`config.mk`:
```
export PLATFORM = sky130hd
export DESIGN_NAME = smch_top
export DESIGN_NICKNAME = d
export VERILOG_FILES = /design/src/hw/smch_pkg.sv /design/src/hw/smch_sync.sv /design/src/hw/smch_top.sv
export SDC_FILE = /design/constraint.sdc
export NUM_CORES = 1
export LEC_CHECK = 0
export BUFFER_PORTS_ARGS = -buffer_cell sky130_fd_sc_hd__clkbuf_2
export CORE_MARGIN = 2
export CORE_UTILIZATION = 45
export DETAILED_ROUTE_END_ITERATION = 7
export PLACE_DENSITY = 0.69
export SLEW_MARGIN = 25
export SYNTH_ARGS = -nofsm -noshare
export SYNTH_HDL_FRONTEND = slang
export SYNTH_SLANG_ARGS = --single-unit
```
`constraint.sdc`:
```
create_clock -name clk -period 9.2 [get_ports clk]
set_input_delay 2.3 -clock clk [delete_from_list [all_inputs] [get_ports clk]]
set_output_delay 2.3 -clock clk [all_outputs]
set_load 0.02 [all_outputs]
```
`src/hw/smch_pkg.sv`:
```
package smch_pkg;

    // Service classes
    typedef enum logic [2:0] {
        SMCH_RX_ONLY,
        SMCH_TX_ONLY,
        SMCH_HALF_DUPLEX,
        SMCH_FULL_DUPLEX,
        SMCH_MULTIPOINT
    } smch_service_t;

    // Register offsets
    localparam logic [3:0] SMCH_REG_CTRL   = 4'h0;
    localparam logic [3:0] SMCH_REG_DIV    = 4'h1;
    localparam logic [3:0] SMCH_REG_TXDATA = 4'h2;
    localparam logic [3:0] SMCH_REG_STATUS = 4'h3;
    localparam logic [3:0] SMCH_REG_RXDATA = 4'h4;

    // Control fields
    localparam int SMCH_CTRL_SVC_LSB  = 0;
    localparam int SMCH_CTRL_RTS_HOLD = 3;
    localparam int SMCH_CTRL_ENABLE   = 4;

    // Reset values and mark byte
    localparam logic [15:0] SMCH_DIV_RESET  = 16'h01B2;
    localparam logic [2:0]  SMCH_SVC_RESET  = 3'h3;
    localparam logic [7:0]  SMCH_MARK_BYTE  = 8'hFF;

    // Character framing
    localparam int SMCH_DATA_BITS  = 8;
    localparam int SMCH_FRAME_BITS = 10;

    // Status bit positions
    localparam int SMCH_ST_CTS      = 0;
    localparam int SMCH_ST_DSR      = 1;
    localparam int SMCH_ST_TX_BUSY  = 2;
    localparam int SMCH_ST_TX_FULL  = 3;
    localparam int SMCH_ST_RX_VALID = 4;
    localparam int SMCH_ST_DSR_DROP = 5;
    localparam int SMCH_ST_RTS      = 6;

    // Modem-side lines
    typedef struct packed {
        logic txd;
        logic rts;
    } smch_line_out_t;

    typedef struct packed {
        logic rxd;
        logic cts;
        logic dsr;
    } smch_line_in_t;

    // Register bus request
    typedef struct packed {
        logic [3:0]  addr;
        logic [15:0] wdata;
        logic        wr;
        logic        rd;
    } smch_bus_req_t;

endpackage

```
`src/hw/smch_sync.sv`:
```
`timescale 1ns/1ps

module smch_sync #(
    parameter int WIDTH = 3
) (
    // Clock and reset
    input  wire logic             clk,
    input  wire logic             sys_rst,
    // Data
    input  wire logic [WIDTH-1:0] async_in,
    output logic      [WIDTH-1:0] sync_out
);

    typedef struct packed {
        logic [WIDTH-1:0] meta;
        logic [WIDTH-1:0] stable;
    } smch_sync_state_t;

    smch_sync_state_t st;
    smch_sync_state_t next_st;

    always_comb begin
        next_st        = st;
        next_st.meta   = async_in;
        next_st.stable = st.meta;
    end

    // Idle lines reset to mark / on
    always_ff @(posedge clk or posedge sys_rst) begin
        if (sys_rst) begin
            st <= '{meta: '1, stable: '1};
        end else begin
            st <= next_st;
        end
    end

    assign sync_out = st.stable;

endmodule

```
`src/hw/smch_top.sv`:
```
// Chosen here: the register addresses and the address-and-strobe port.
`timescale 1ns/1ps

module smch_top (
    // Clock and reset
    input  wire logic                  clk,
    input  wire logic                  sys_rst,
    // Register port
    input  wire smch_pkg::smch_bus_req_t bus_req,
    output logic [15:0]                rdata,
    // Modem lines
    input  wire smch_pkg::smch_line_in_t line_in,
    output smch_pkg::smch_line_out_t   line_out
);

    typedef enum logic [1:0] {
        SMCH_TX_IDLE,
        SMCH_TX_WAIT,
        SMCH_TX_SHIFT
    } smch_tx_state_t;

    typedef enum logic [1:0] {
        SMCH_RX_IDLE,
        SMCH_RX_START,
        SMCH_RX_DATA,
        SMCH_RX_STOP
    } smch_rx_state_t;

    typedef struct packed {
        logic [2:0]     svc;
        logic           rts_hold;
        logic           enable;
        logic [15:0]    div;
        logic [7:0]     tx_buf;
        logic           tx_full;
        smch_tx_state_t tx_st;
        logic [9:0]     tx_sh;
        logic [3:0]     tx_cnt;
        logic [15:0]    tx_div;
        smch_rx_state_t rx_st;
        logic [7:0]     rx_sh;
        logic [3:0]     rx_cnt;
        logic [15:0]    rx_div;
        logic [7:0]     rx_data;
        logic           rx_valid;
        logic           dsr_prev;
        logic           dsr_drop;
        logic           txd;
        logic           rts;
        logic [15:0]    rdata;
    } smch_state_t;

    smch_state_t             st;
    smch_state_t             next_st;
    logic [2:0]              sync_lines;
    smch_pkg::smch_line_in_t line_s;

    smch_sync #(
        .WIDTH (3)
    ) u_sync (
        .clk      (clk),
        .sys_rst  (sys_rst),
        .async_in (line_in),
        .sync_out (sync_lines)
    );

    assign line_s = smch_pkg::smch_line_in_t'(sync_lines);

    function automatic logic is_svc(input logic [2:0] v, input smch_pkg::smch_service_t s);
        is_svc = (v == 3'(s));
    endfunction

    function automatic logic [15:0] status_word(input smch_state_t s,
                                                input smch_pkg::smch_line_in_t l);
        logic [15:0] w;
        w = 16'h0000;
        w[smch_pkg::SMCH_ST_CTS]      = l.cts;
        w[smch_pkg::SMCH_ST_DSR]      = l.dsr;
        w[smch_pkg::SMCH_ST_TX_BUSY]  = (s.tx_st != SMCH_TX_IDLE);
        w[smch_pkg::SMCH_ST_TX_FULL]  = s.tx_full;
        w[smch_pkg::SMCH_ST_RX_VALID] = s.rx_valid;
        w[smch_pkg::SMCH_ST_DSR_DROP] = s.dsr_drop;
        w[smch_pkg::SMCH_ST_RTS]      = s.rts;
        status_word = w;
    endfunction

    function automatic logic at_zero(input logic [15:0] v);
        at_zero = (v == 16'h0000);
    endfunction

    function automatic logic [15:0] count_down(input logic [15:0] v);
        count_down = v - 16'h0001;
    endfunction

    function automatic logic [15:0] half_bit(input logic [15:0] v);
        half_bit = {1'b0, v[15:1]};
    endfunction

    function automatic logic [9:0] frame_word(input logic [7:0] d);
        frame_word = {1'b1, d, 1'b0};
    endfunction

    logic rx_only;
    logic may_hold;
    logic dsr_fall;
    assign rx_only  = is_svc(st.svc, smch_pkg::SMCH_RX_ONLY);
    assign may_hold = is_svc(st.svc, smch_pkg::SMCH_TX_ONLY)
                    | is_svc(st.svc, smch_pkg::SMCH_FULL_DUPLEX);
    assign dsr_fall = st.dsr_prev & ~line_s.dsr;

    always_comb begin
        next_st          = st;
        next_st.dsr_prev = line_s.dsr;
        next_st.rdata    = 16'h0000;

        // Register writes
        if (bus_req.wr) begin
            unique case (bus_req.addr)
                smch_pkg::SMCH_REG_CTRL: begin
                    next_st.svc      = bus_req.wdata[smch_pkg::SMCH_CTRL_SVC_LSB +: 3];
                    next_st.rts_hold = bus_req.wdata[smch_pkg::SMCH_CTRL_RTS_HOLD];
                    next_st.enable   = bus_req.wdata[smch_pkg::SMCH_CTRL_ENABLE];
                end
                smch_pkg::SMCH_REG_DIV: begin
                    next_st.div = bus_req.wdata;
                end
                smch_pkg::SMCH_REG_TXDATA: begin
                    if (!st.tx_full) begin
                        next_st.tx_buf  = bus_req.wdata[smch_pkg::SMCH_DATA_BITS-1:0];
                        next_st.tx_full = 1'b1;
                    end
                end
                smch_pkg::SMCH_REG_STATUS: begin
                    if (bus_req.wdata[smch_pkg::SMCH_ST_DSR_DROP]) begin
                        next_st.dsr_drop = 1'b0;
                    end
                end
                default: begin
                end
            endcase
        end

        // Register reads
        if (bus_req.rd) begin
            unique case (bus_req.addr)
                smch_pkg::SMCH_REG_CTRL: begin
                    next_st.rdata[smch_pkg::SMCH_CTRL_SVC_LSB +: 3] = st.svc;
                    next_st.rdata[smch_pkg::SMCH_CTRL_RTS_HOLD]     = st.rts_hold;
                    next_st.rdata[smch_pkg::SMCH_CTRL_ENABLE]       = st.enable;
                end
                smch_pkg::SMCH_REG_DIV:    next_st.rdata = st.div;
                smch_pkg::SMCH_REG_STATUS: next_st.rdata = status_word(st, line_s);
                smch_pkg::SMCH_REG_RXDATA: begin
                    next_st.rdata    = {8'h00, st.rx_data};
                    next_st.rx_valid = 1'b0;
                end
                default: next_st.rdata = 16'h0000;
            endcase
        end

        if (dsr_fall) begin
            next_st.dsr_drop = 1'b1;
        end

        // Transmitter
        unique case (st.tx_st)
            SMCH_TX_IDLE: begin
                next_st.txd = 1'b1;
                if (st.tx_full && st.enable && !rx_only) begin
                    next_st.tx_st = SMCH_TX_WAIT;
                end
            end
            SMCH_TX_WAIT: begin
                next_st.txd = 1'b1;
                if (rx_only || !st.enable) begin
                    next_st.tx_st = SMCH_TX_IDLE;
                end else if (line_s.cts && line_s.dsr && st.rts) begin
                    next_st.tx_sh   = frame_word(st.tx_buf);
                    next_st.tx_full = 1'b0;
                    next_st.tx_cnt  = 4'(smch_pkg::SMCH_FRAME_BITS);
                    next_st.tx_div  = 16'h0000;
                    next_st.txd     = 1'b0;
                    next_st.tx_st   = SMCH_TX_SHIFT;
                end
            end
            SMCH_TX_SHIFT: begin
                next_st.txd = st.tx_sh[0];
                if (st.tx_div == st.div) begin
                    next_st.tx_div = 16'h0000;
                    next_st.tx_sh  = {1'b1, st.tx_sh[9:1]};
                    next_st.tx_cnt = st.tx_cnt - 4'h1;
                    if (st.tx_cnt == 4'h1) begin
                        next_st.txd   = 1'b1;
                        next_st.tx_st = SMCH_TX_IDLE;
                    end else begin
                        next_st.txd = st.tx_sh[1];
                    end
                end else begin
                    next_st.tx_div = st.tx_div + 16'h0001;
                end
            end
            default: next_st.tx_st = SMCH_TX_IDLE;
        endcase
        if (rx_only) begin
            next_st.txd = 1'b1;
        end

        // Request to send
        if (rx_only) begin
            next_st.rts = 1'b0;
        end else if (may_hold && st.rts_hold && st.enable) begin
            next_st.rts = 1'b1;
        end else begin
            next_st.rts = (next_st.tx_st != SMCH_TX_IDLE)
                        | (next_st.tx_full & st.enable);
        end

        // Receiver, mid-element sampling
        unique case (st.rx_st)
            SMCH_RX_IDLE: begin
                if (!line_s.rxd) begin
                    next_st.rx_div = half_bit(st.div);
                    next_st.rx_st  = SMCH_RX_START;
                end
            end

            SMCH_RX_START: begin
                if (at_zero(st.rx_div)) begin
                    next_st.rx_div = st.div;
                    next_st.rx_cnt = 4'(smch_pkg::SMCH_DATA_BITS);
                    next_st.rx_st  = line_s.rxd ? SMCH_RX_IDLE : SMCH_RX_DATA;
                end else begin
                    next_st.rx_div = count_down(st.rx_div);
                end
            end

            SMCH_RX_DATA: begin
                if (at_zero(st.rx_div)) begin
                    next_st.rx_div = st.div;
                    next_st.rx_sh  = {line_s.rxd, st.rx_sh[7:1]};
                    next_st.rx_cnt = st.rx_cnt - 4'h1;
                    if (st.rx_cnt == 4'h1) begin
                        next_st.rx_st = SMCH_RX_STOP;
                    end
                end else begin
                    next_st.rx_div = count_down(st.rx_div);
                end
            end

            SMCH_RX_STOP: begin
                if (at_zero(st.rx_div)) begin
                    if (line_s.rxd) begin
                        next_st.rx_data  = st.rx_sh;
                        next_st.rx_valid = 1'b1;
                    end
                    next_st.rx_st = SMCH_RX_IDLE;
                end else begin
                    next_st.rx_div = count_down(st.rx_div);
                end
            end
        endcase
    end

    always_ff @(posedge clk or posedge sys_rst) begin
        if (sys_rst) begin
            st          <= '0;
            st.svc      <= smch_pkg::SMCH_SVC_RESET;
            st.div      <= smch_pkg::SMCH_DIV_RESET;
            st.tx_st    <= SMCH_TX_IDLE;
            st.rx_st    <= SMCH_RX_IDLE;
            st.txd      <= 1'b1;
            st.dsr_prev <= 1'b1;
        end else begin
            st <= next_st;
        end
    end

    assign rdata        = st.rdata;
    assign line_out = '{
        txd: st.txd,
        rts: st.rts
    };

endmodule

```
* Yosys cells after proc, flatten, opt, wreduce, memory -nomap -nowiden
Cells that the tools add are included.
** Word-level totals
- Bits in registers :: 127
- Word-level logic and storage cells :: 136
** Cells by class
- Equal/unequal tests :: 23
- Reduce and logical (&&, ||, !) cells :: 34
- Multiplexer cells :: 46
- Bitwise logic cells :: 6
- $add $sub $neg :: 4
** Operators with widths (count)
- two-way mux 16 bit :: 6
- case mux 30 bit (2 select lines) :: 1
- case mux 16 bit (3 select lines) :: 1
- two-way mux 33 bit :: 1
- case mux 11 bit (3 select lines) :: 1
- two-way mux 30 bit :: 1
- two-way mux 1 bit :: 20
- case mux 5 bit (4 select lines) :: 1
- inequality test 2 bit, second input constant :: 9
- adder 16 x 1 -> 16 bit, second input constant :: 1
- == test 16 bit :: 1
- zero test 16 bit :: 1
- two-way mux 2 bit :: 8
- subtractor 16 x 1 -> 16 bit, second input constant :: 1
- AND reduction 3 bit :: 5
- two-way mux 14 bit :: 1
- nonzero test 2 bit :: 7
- == test 4 x 1 -> 1 bit, second input constant :: 3
- == test 4 x 2 -> 1 bit, second input constant :: 2
- case mux 2 bit (4 select lines) :: 1
- case mux 4 bit (2 select lines) :: 1
- AND reduction 2 bit :: 4
- subtractor 4 x 1 -> 4 bit, second input constant :: 2
- == test 2 bit, second input constant :: 3
- other kinds (20) :: 31

* Longest topological paths before layout
- Word-level depth :: 10
- Gate-level depth with buffers :: 9
- Gate-level depth less buffers :: 8

* By module
From an unflattened synthesis, not the netlist that was laid out.
** Unflattened totals
- Cell total of the unflattened synthesis :: 586
- Area total of the unflattened synthesis :: 6434.9 µm²
** Modules (own cells, without submodules)
- smch_top :: seq. area each 3039.2 µm², area each 6273.5 µm², times used 1, cells an instance 579
- smch_sync :: seq. area each 157.7 µm², area each 161.4 µm², times used 1, cells an instance 7

* Least setup slack after synthesis
No wires, ideal clock.
- Path type :: input-to-reg
- Start point :: input port bus_req[21] (netlist name)
- End point :: register st[100] (netlist name)
- Required time :: 9.075 ns
- Library setup time :: 0.125 ns
- Stages :: 6
- Setup slack :: 5.427 ns
- Data arrival time :: 3.648 ns
- Path through :: nor2_1 > nand2_1 > nor2_1 > nand2_1 > clkbuf_1 > mux2_2
** On the way
- Word-level cells in the longest chain between the ends :: 2
** RTL lines
- start: declaration :: RTL line smch_top.sv:9 : input wire smch_pkg::smch_bus_req_t bus_req,
- == test 4 x 1 -> 1 bit :: RTL line smch_top.sv:118 : unique case (bus_req.addr)
- AND reduction 2 bit (no source line)
- end signal: assignment :: RTL line smch_top.sv:274 : st <= next_st;
- end: declaration :: RTL line smch_top.sv:53 : smch_state_t st;
No other way between the ends.
A chain may end at the register's enable or synchronous reset.

* Worst setup path after layout
- Start point :: input port bus_req[20] (netlist name)
- End point :: register st[100] (netlist name)
Same word-level chain as after synthesis.

==> results.py <==
metrics = {
    "timing": {
        "fin_crit_ps": 4230,
        "whs_ps": 353,
        "grt_setup_unrepaired": "false",
        "fin_worst_skew_ps": 13.6,
        "fmax_mhz": 236,
        "slew_viol_final": 0,
        "fin_tns_setup_ps": 0,
        "final.setup.worst_slack_ps": 4970,
        "timing.slew.headroom": 0.355,
        "period_share": 0.460,
        "hold_viol": 0,
        "worst_pin_slew_ps": 959,
        "setup_viol": 0,
    },
    "worst_setup_path": {
        "cp_data_required_time_ps": 9490,
        "cp_max_fo": 16,
        "crit_type": "in2reg",
        "cp-start-kind": "input pin",
        "critPathCaptureType": "flop",
        "worstPathArrival_ps": 4520,
        "critPathSlowestCell": "nand2_1",
        "crit_chain": "clkbuf_2, nor2_1, nand2_1, nor2_1, nand2_1, mux2_2",
        "critical_path.max_stage_delay_ps": 610,
    },
    "logic_synthesis": {
        "synth_edf_count": 0,
        "netlist_instances": 602,
        "async_flop_share": 1.00,
        "synth.cell_area_sq_um": 6460,
        "syn_avg_cell_area_sq_um": 10.7,
        "netlist-cell-type-count": 59,
        "yosys_warnings": 0,
        "yosysSeqAreaShare": 0.494,
        "synth_fp_nets": 644,
        "ys_seq_elements": 127,
        "ys.flop_type": "dfrtp_1",
    },
    "global_routing": {
        "groute.usage.overall": 0.207,
        "grt_pass1_vias": 4697,
        "grt_overflow": 0,
        "grt_max_degree": 85,
        "antenna_found_initial": 0,
        "grt_pass1_wl_mm": 24.1,
    },
    "layout": {
        "layout.nets": 670,
        "fill_cells": 1201,
        "final_cell_count_no_fill": 821,
        "diodes": 0,
        "synthToLayoutAreaGrowth_pct": 13.1,
        "drive_gt1_frac": 0.228,
    },
    "floorplanning": {
        "initial_core_util": 0.464,
        "ios": 45,
        "rows": 43,
        "dieArea_sq_um": 15300,
        "die_x_microns": 124,
        "core_sq_um": 13900,
        "fp.dieH_microns": 124,
    },
    "place": {
        "hpwl_mm": 10.4,
        "portBuffers": 44,
        "dp_cells": 789,
        "pre_cts_ws_ps": 4640,
        "gp_congestion": 0.887,
    },
    "power_and_ir_drop": {
        "p_sw_frac": 0.345,
        "power_frac_comb": 0.295,
        "seq_power_share": 0.377,
        "power_switching_uw": 721,
        "leakagePower_nw": 3.43,
        "power.share.clock": 0.328,
        "ir_drop_mv": 0.157,
        "p_int_mw": 1.37,
        "cellPowerDensity_nw_per_um2": 286,
    },
    "flow_run": {
        "drv_cap": 0,
    },
    "clock_network": {
        "numCtsBuffers": 17,
        "h-tree-depth": 4,
        "cts_setup_buffers": 0,
        "clk_latency_ps": 420,
        "clkSinkCount": 127,
        "holdBufCountCts": 0,
        "clock_path_buffers": 2,
        "ctsResizeCount": 0,
        "cts_tree": "done",
        "cts.root.buffer_cell": "clkbuf_16",
        "cts.clk_slew.worst_paths_ps": 50,
    },
    "drt": {
        "vias": 4803,
        "drt_wl_total_mm": 14.9,
        "vias_per_cell": 5.85,
        "post_drt_wl_per_cell_microns": 18.1,
        "drt-initial-drc-count": 363,
        "firstDrtPassIters": 5,
        "drc": 0,
        "antenna_left": 0,
    },
    "run_status": {
        "status": "finished, final reports clean",
    },
    "min_path": {
        "timing.hold.worst.class": "reg2reg",
    },
}
[state kept, by name, summed over array words and instances, names as in the netlist]
register / count
u_sync.sync_out: 3
rdata: 16
st: 103
line_out: 2
u_sync.next_st: 3
[area by class of cell]
type / instances / area [sq um] / area share
Multi-Input combinational cell: 415 / 2970 / 0.407
Sequential cell: 127 / 3200 / 0.437
Clock buffer: 26 / 489 / 0.0669
Clock inverter: 6 / 109 / 0.0149
Timing Repair Buffer: 46 / 239 / 0.0327
Tap cell: 180 / 225 / 0.0308
Inverter: 21 / 81.3 / 0.0111
[worst paths after layout]
path                                                end                         from  slack [ps]  depth (start not counted)
max                                 st[100]$_DFFE_PP0P_                  bus_req[20]        4970                          6
min                        u_sync.sync_out[1]$_DFF_PP1_  u_sync.next_st[1]$_DFF_PP1_         350                          0
max reg2reg                          st[85]$_DFFE_PP0P_          st[112]$_DFFE_PP0P_        5920                          6
min reg2reg                u_sync.sync_out[1]$_DFF_PP1_  u_sync.next_st[1]$_DFF_PP1_         350                          0
max in group asynchronous           st[115]$_DFFE_PP0P_                      sys_rst        6140                          3
min in group asynchronous            st[53]$_DFFE_PP0P_                      sys_rst        1940                          2
[Yosys cell counts, drive strengths merged (5+ instances only)]
| master | count | area share |
|---|---|---|
| dfrtp | 112 | 0.43 |
| mux2 | 55 | 0.096 |
| nor2 | 51 | 0.031 |
| nand2 | 39 | 0.023 |
| xor2 | 31 | 0.042 |
| o21ai | 29 | 0.022 |
| nand3 | 23 | 0.020 |
| buf | 22 | 0.025 |
| inv | 21 | 0.012 |
| clkbuf | 17 | 0.0099 |
| nor3 | 16 | 0.013 |
| a21oi | 15 | 0.012 |
| dfstp | 15 | 0.061 |
| ha | 15 | 0.029 |
| and3 | 13 | 0.013 |
| mux2i | 12 | 0.019 |
| a22o | 10 | 0.014 |
| o31ai | 10 | 0.012 |
| nor4 | 8 | 0.0087 |
| nand2b | 7 | 0.0068 |
| or3 | 7 | 0.0068 |
| a221oi | 6 | 0.0081 |
| o21a | 6 | 0.0070 |
| a31oi | 5 | 0.0048 |
| and2 | 5 | 0.0048 |
| o22a | 5 | 0.0068 |
[per-layer routing]
layer,wire length (microns),track usage,up-vias
met5,0,0,-
met4,345,0.0724,0
met3,818,0.0440,27
met2,6740,0.305,178
met1,6990,0.302,2399
li1,-,-,2199
[kinds of logic (layout without fill, tap and decap cells)]
| family | count (synthesis) | in the layout | share of synthesized area |
|---|---|---|---|
| AO/OA/AOI/OAI | 111 | 111 | 0.120 |
| XOR/XNOR | 34 | 34 | 0.0461 |
| adder cells (fa/ha/maj) | 15 | 15 | 0.0290 |
| buffers and inverters | 60 | 99 | 0.0468 |
| flip-flops | 127 | 127 | 0.494 |
| multiplexers | 67 | 67 | 0.114 |
| AND/OR/NAND/NOR | 188 | 188 | 0.149 |
[through the flow]
stage                     power (mW)  instance area, sq um  utilization
after floorplan                 1.24                  6460            -
after CTS                       2.09                  7310        0.524
final                           2.09                  7310        0.525
after global placement          1.37                  6700        0.481
after global routing            2.22                  7310        0.525
after detailed placement        1.40                  6710        0.481
[layout by cell type, fill, tap and decap left out, drive strengths merged, types with 16 or more instances in the layout]
cell / synthesis / routed
o21ai: 29 / 29
nor2: 51 / 51
xor2: 31 / 31
mux2: 55 / 55
dfrtp: 112 / 112
nand2: 39 / 39
inv: 21 / 21
nor3: 16 / 16
clkbuf: 17 / 70
nand3: 23 / 23
[worst max-delay path: cells and delay by family]
| kind | cells | cell delay (ps) |
|---|---|---|
| AND/OR/NAND/NOR | 4 | 1580 |
| multiplexers | 1 | 440 |
| buffers and inverters | 1 | 200 |
[power by group through the flow]
stage                     Sequential, mW  Clock [mW]  Combinational (mW)
final                              0.789       0.685               0.616
after global routing               0.804       0.721               0.692
after detailed placement           0.793           0               0.606
after floorplan                    0.749           0               0.490
after global placement             0.789           0               0.584
after CTS                          0.787       0.692               0.609
Power figures use the tool's default switching activity.
